## src/rtl/mdsd_defines.svh

```systemverilog
`ifndef MDSD_DEFINES_SVH
`define MDSD_DEFINES_SVH

// master tick period in ns, and 4 ns system clock
`define MDSD_CLK_PERIOD_NS     4
`define MDSD_MASTER_PERIOD_NS  1500000
`define MDSD_MASTER_CYCLES     (`MDSD_MASTER_PERIOD_NS / `MDSD_CLK_PERIOD_NS)
`define MDSD_SLOTS             6
`define MDSD_DIGITS            5
`define MDSD_BCD_MAX           4'h9
`define MDSD_SAMPLE_MIN_MS     100
`define MDSD_SAMPLE_MAX_MS     3000
`define MDSD_EXT_MIN_MS        25
`define MDSD_CYCLES_PER_MS     250000

`endif

```

## src/rtl/mdsd_pkg.sv

```systemverilog
package mdsd_pkg;
  typedef enum logic [2:0] {
    SLOT_ZERO,
    SLOT_A,
    SLOT_B,
    SLOT_C,
    SLOT_D,
    SLOT_E
  } mdsd_slot_e;

  typedef struct packed {
    logic [1:0] func;
    logic [1:0] range;
  } mdsd_sel_s;

  typedef struct packed {
    logic [20:0] tick_cnt;
    logic        phase;
    mdsd_slot_e  slot;
    logic [3:0]  count;
    logic [4:0][3:0] latched;
  } mdsd_dummy_s;
endpackage

```

## src/rtl/mdsd_top.sv

```systemverilog
`timescale 1ns/1ps
`default_nettype none
`include "mdsd_defines.svh"

// Contract
// display timing from one 666 Hz tick; sample intervals counted in clock cycles
// six periods: auto-zero then five digits
// sixteen-state counter gives 1-2-4-8 BCD digit
// oscillator pulses counted only when comparator high
// each tube lit one slot per cycle
// BCD decoded to one-of-ten shared digit lines
// anode enable is digit period and phase
// internal interval 3 s..100 ms, external 25 ms
// manual selection beats auto ranging
// zero pulse drives offset null only in auto-zero
// toggle gives complementary half-period phases
// advance one state per tick, wrap, one-hot
module mdsd_top
  import mdsd_pkg::*;
#(
  parameter int unsigned MASTER_CYCLES = `MDSD_MASTER_CYCLES,
  parameter int unsigned MS_CYCLES     = `MDSD_CYCLES_PER_MS
)(
  input  wire logic            clk_sys_in,
  input  wire logic            nrst_in,
  input  wire logic            osc_pulse_in,
  input  wire logic            comp_above_in,
  input  wire logic [11:0]     interval_ms_in,
  input  wire logic            ext_trig_in,
  input  wire logic            ext_mode_in,
  input  wire logic            manual_valid_in,
  input  wire mdsd_sel_s       manual_sel_in,
  input  wire logic            auto_valid_in,
  input  wire mdsd_sel_s       auto_sel_in,
  output logic                 auto_zero_out,
  output logic [5:0]           period_out,
  output logic                 phase_out,
  output logic                 phase_n_out,
  output logic [9:0]           digit_line_out,
  output logic [4:0]           anode_en_out,
  output logic [3:0]           bcd_out,
  output logic                 sample_out,
  output mdsd_sel_s            sel_out
);

  typedef struct packed {
    logic [31:0] tick_cnt;
    logic        tick;
    logic        phase;
    mdsd_slot_e  slot;
    logic [3:0]  count;
    logic [3:0]  bcd;
    logic [31:0] smp_cnt;
    logic [31:0] ext_cnt;
    logic        sample;
    mdsd_sel_s   sel;
    logic [2:0]  osc_sync;
    logic [1:0]  comp_sync;
    logic [2:0]  trig_sync;
  } mdsd_state_s;

  mdsd_state_s st_q;
  mdsd_state_s st_d;

  function automatic logic [9:0] dec10(input logic [3:0] v);
    dec10 = (v <= `MDSD_BCD_MAX) ? (10'h001 << v) : 10'h000;
  endfunction

  logic [31:0] interval_cyc;
  logic [11:0] ivl_clamped;

  always_comb
  begin
    ivl_clamped = interval_ms_in;
    if (ivl_clamped < 12'(`MDSD_SAMPLE_MIN_MS))
      ivl_clamped = 12'(`MDSD_SAMPLE_MIN_MS);
    if (ivl_clamped > 12'(`MDSD_SAMPLE_MAX_MS))
      ivl_clamped = 12'(`MDSD_SAMPLE_MAX_MS);
    interval_cyc = 32'(ivl_clamped) * MS_CYCLES;
  end

  always_comb
  begin
    st_d           = st_q;
    st_d.tick      = 1'b0;
    st_d.sample    = 1'b0;
    // only the second and third stages feed logic
    st_d.osc_sync  = {st_q.osc_sync[1:0], osc_pulse_in};
    st_d.comp_sync = {st_q.comp_sync[0], comp_above_in};
    st_d.trig_sync = {st_q.trig_sync[1:0], ext_trig_in};
    if (st_q.tick_cnt >= MASTER_CYCLES - 1)
    begin
      st_d.tick_cnt = '0;
      st_d.tick     = 1'b1;
    end
    else
      st_d.tick_cnt = st_q.tick_cnt + 32'h1;
    // phase toggles twice per period so each slot splits in halves
    if (st_q.tick_cnt == (MASTER_CYCLES / 2) - 1 || st_d.tick)
      st_d.phase = ~st_q.phase;
    if (st_d.tick)
    begin
      if (st_q.slot >= 3'(`MDSD_SLOTS - 1))
        st_d.slot = SLOT_ZERO;
      else
        st_d.slot = mdsd_slot_e'(st_q.slot + 3'h1);
      if (st_q.slot != SLOT_ZERO)
        st_d.bcd = st_q.count;
      st_d.count = '0;
    end
    else if (st_q.osc_sync[1] & ~st_q.osc_sync[2] & st_q.comp_sync[1])
      st_d.count = st_q.count + 4'h1;
    if (ext_mode_in)
    begin
      if (st_q.ext_cnt != '0)
        st_d.ext_cnt = st_q.ext_cnt - 32'h1;
      else if (st_q.trig_sync[1] & ~st_q.trig_sync[2])
      begin
        st_d.sample  = 1'b1;
        st_d.ext_cnt = 32'(`MDSD_EXT_MIN_MS) * MS_CYCLES;
      end
    end
    else if (st_q.smp_cnt >= interval_cyc - 32'h1)
    begin
      st_d.smp_cnt = '0;
      st_d.sample  = 1'b1;
    end
    else
      st_d.smp_cnt = st_q.smp_cnt + 32'h1;
    if (manual_valid_in)
      st_d.sel = manual_sel_in;
    else if (auto_valid_in)
      st_d.sel = auto_sel_in;
  end

  always_ff @(posedge clk_sys_in or negedge nrst_in)
  begin
    if (!nrst_in)
      st_q <= '0;
    else
      st_q <= st_d;
  end

  always_comb
  begin
    period_out     = 6'h01 << st_q.slot;
    auto_zero_out  = (st_q.slot == SLOT_ZERO);
    phase_out      = st_q.phase;
    phase_n_out    = ~st_q.phase;
    bcd_out        = st_q.bcd;
    digit_line_out = dec10(st_q.bcd);
    anode_en_out   = period_out[5:1] & {5{st_q.phase}};
    sample_out     = st_q.sample;
    sel_out        = st_q.sel;
  end

endmodule

`default_nettype wire

```

## config.mk

```make
export PLATFORM = sky130hd
export DESIGN_NAME = mdsd_top
export DESIGN_NICKNAME = d
export VERILOG_FILES = /design/src/rtl/mdsd_pkg.sv /design/src/rtl/mdsd_top.sv
export VERILOG_INCLUDE_DIRS = /design/src /design/src/rtl
export SDC_FILE = /design/constraint.sdc
export NUM_CORES = 1
export LEC_CHECK = 0
export BUFFER_PORTS_ARGS = -buffer_cell sky130_fd_sc_hd__buf_2
export CAP_MARGIN = 25
export CORE_ASPECT_RATIO = 1.4
export CORE_UTILIZATION = 30
export DETAILED_ROUTE_END_ITERATION = 6
export PLACE_DENSITY_LB_ADDON = 0.15
export SYNTH_ARGS = -nofsm -noshare
export SYNTH_HDL_FRONTEND = slang
export SYNTH_SLANG_ARGS = --single-unit
```

## constraint.sdc

```tcl
create_clock -name clk_sys_in -period 3.83 [get_ports clk_sys_in]
set_input_delay 0.383 -clock clk_sys_in [delete_from_list [all_inputs] [get_ports clk_sys_in]]
set_output_delay 0.383 -clock clk_sys_in [all_outputs]
set_load 0.01 [all_outputs]
```

==> results.ini <==
[power]
ir_drop_v = 0.0004777
p_comb_frac = 0.696
clock_power_share = 0.164
powerDensity_mw_per_mm2 = 804.7
p_total_uw = 11020
internal_power_uw = 6751
switching_power_uw = 4267
power_leakage_uw = 0.006406
p_sw_frac = 0.3873
p_seq_frac = 0.140

[drt]
drc = 0
ant_nets = 0
routedWlPerCell_um = 13.17
vias = 8453
firstDrtPassIters = 4
totalWireLength_um = 24030
routed_via_density = 4.634
drt_iter0_drc = 278

[clock_network]
cts.sinks = 121
clk_pin_slew_ns = 0.06
max-clock-path-buffers = 2
htree_num_levels = 4
cts_hold_buf = 0
cts_tree = done
cts-root-buf = clkbuf_16
numCtsBuffers = 17
clock_latency_ns = 0.41

[status]
status = finished, violations left
violations = setup timing

[run]
cap_violations = 0

[sta]
max_slew_margin = 0.4266
period_share = 1.882
min_period_ns = 7.207
hold_violations = 0
maxSlewViolCount = 0
tightestPinTransition_ns = 0.8602
max_freq_mhz = 138.8
setup_viol = 33
fin_worst_skew_ns = 0.006281
finalSetupTns_ns = -110.13
rsz0062_at_grt = true
holdWs_ns = 0.07541
fin_ws_ns = -3.377

[placed_design]
gp_congestion = 0.7965
portBuffers = 60
post-dp-hpwl_um = 18930

[setup_path]
rrSetupSlack_ns = 0.77
start_kind = input pin
crit_path_max_fanout = 6
required_ns = 4.13
slowest_delay_ns = 0.57
arrival_ns = 7.50
cp-end-kind = flip-flop
path_class = input pin to flip-flop
critPathSlowestCell = or4_4

[layout]
fillers = 3270
syn2layout_area_growth_pct = 36.41
seq_area_mm2 = 0.003028
nets = 1558
drive_gt1_frac = 0.2984
multi_input_area_mm2 = 0.007108
antennaDiodeCount = 0

[logic_synthesis]
synth-seq-area-share = 0.3016
synth_edf_count = 0
synth-async-reset-ratio = 1.000
synth_top_area_cell = dfrtp_1
yosys-top-cells-area = dfrtp_1 (30%), ha_1 (15%), fa_1 (7.0%)
syn_area_mm2 = 0.01004
yosysWarningCount = 0
syn_avg_cell_area_um2 = 9.052
ys_seq_elements = 121
yosys-top-cells-count = nor2_1 (136), ha_1 (124), dfrtp_1 (121)
ys.flop_type = dfrtp_1
post-synth-top-count-cell = nor2_1
netlist.area_leader.share = 0.3016
synth_cells = 1109
yosysUniqueCellTypes = 76

[die]
die_w_um = 156.6
core_mm2 = 0.03269
io_pins = 61
rows = 78
die_h_um = 218.4
start_util = 0.3070
die_area_mm2 = 0.03421

[global_routing]
grt_pass1_wl_um = 41330
grt.overflow.total = 0
grt_max_degree = 67
antenna_found_initial = 0
grt_use_total = 0.1494
grt_pass1_vias = 8715

[hold_path]
min_path_type = input pin to flip-flop

[layout by cell type (no fill, tap or decap), types with 5 or more instances in the layout]
cell	count
buf_4	194
dfrtp_1	121
ha_1	114
nor2_1	104
inv_1	88
nand2_1	69
buf_2	57
xnor2_1	56
xor2_1	46
nor3_1	44
a21oi_1	40
o21ai_0	35
fa_1	33
nand3_1	29
nand4_1	22
nor2_4	22
a21o_1	19
clkbuf_16	18
or3_1	14
nor2b_1	13
conb_1	13
and3_1	12
nor2_2	10
ha_4	10
and2_1	9
nand2b_1	8
buf_6	8
nor4_1	7
inv_2	7
a31oi_1	6
o21a_1	6
or2_2	6
or4_1	6
o21ai_1	5
mux2i_1	5
bufinv_16	5
[flip-flops by register name (all words and copies together) (netlist names)]
register and flops:
st_d 5, phase_out 1, st_q 106, sample_out 1, sel_out 4, bcd_out 4
[logic make-up (layout without fill, tap and decap cells)]
logic type,count (synthesis),in the layout,share of synthesized area
compound gates,168,168,0.1132
xor+xnor,103,103,0.08987
fa+ha+maj,159,159,0.2244
buf+inv,130,393,0.05297
flops,121,121,0.3016
mux,9,9,0.009473
other cells,1,13,0.0003736
simple gates,418,418,0.2082
[through the flow]
stage / instances / util / worst slack (ns) / area [um^2]
floorplan: 1121 / - / -3.866 / 10210
global placement: 1763 / 0.3739 / -4.089 / 12220
detailed placement: 1763 / 0.3739 / -4.122 / 12220
CTS: 1813 / 0.4083 / -3.447 / 13350
global route: 1824 / 0.4188 / -3.675 / 13690
finish: 1824 / 0.4188 / -3.377 / 13690
[final timing paths]
| check | start | end | cells after the start |
|---|---|---|---|
| worst max-delay path | interval_ms_in[7] | sample_out | 34 |
| worst min-delay path | ext_trig_in | st_d[1] | 1 |
| worst max register to register | st_q[25] | st_q[40] | 7 |
| worst min register to register | st_d[6] | st_d[7] | 0 |
| max in group asynchronous | nrst_in | bcd_out[3] | 2 |
| min in group asynchronous | nrst_in | st_q[20] | 1 |
[per-layer routing]
| layer | global-route usage | wire length, um | vias up |
|---|---|---|---|
| met2 | 0.2964 | 13360 | 75 |
| met5 | 0 | 0 | - |
| met4 | 0.04085 | 281 | 0 |
| met3 | 0.01368 | 290 | 21 |
| li1 | - | - | 4332 |
| met1 | 0.1655 | 10100 | 4025 |
[what timing repair did]
item,4_1_cts,5_1_grt
setup buffers,16,10
gates cloned,2,1
gates resized for setup,58,60
pin swaps,30,29
endpoints found under the setup margin,33,33
[critical path: cells and delay by family]
kind | cells | cell delay, ns
AO/OA/AOI/OAI | 10 | 2.06
XOR/XNOR | 1 | 0.15
adder cells (fa/ha/maj) | 7 | 2.75
buffers and inverters | 8 | 0.50
AND/OR/NAND/NOR | 8 | 1.67
[power groups by stage]
| stage | sequential (uW) | clock (uW) | combinational [uW] |
|---|---|---|---|
| 2_1_floorplan | 1530 | 0 | 3970 |
| 3_3_place_gp | 1570 | 0 | 6790 |
| 3_5_place_dp | 1570 | 0 | 6800 |
| 4_1_cts | 1550 | 1850 | 7290 |
| 5_1_grt | 1570 | 1900 | 8580 |
| 6_report | 1550 | 1800 | 7670 |
[area by class of cell]
| class | count | area share |
|---|---|---|
| multi-input combinational | 870 | 0.5191 |
| sequential | 121 | 0.2211 |
| timing repair buffer | 265 | 0.1440 |
| tap | 440 | 0.04020 |
| clock buffer | 21 | 0.03509 |
| inverter | 96 | 0.02650 |
| clock inverter | 11 | 0.01398 |
Note: power is estimated with default switching activity, not from simulation.
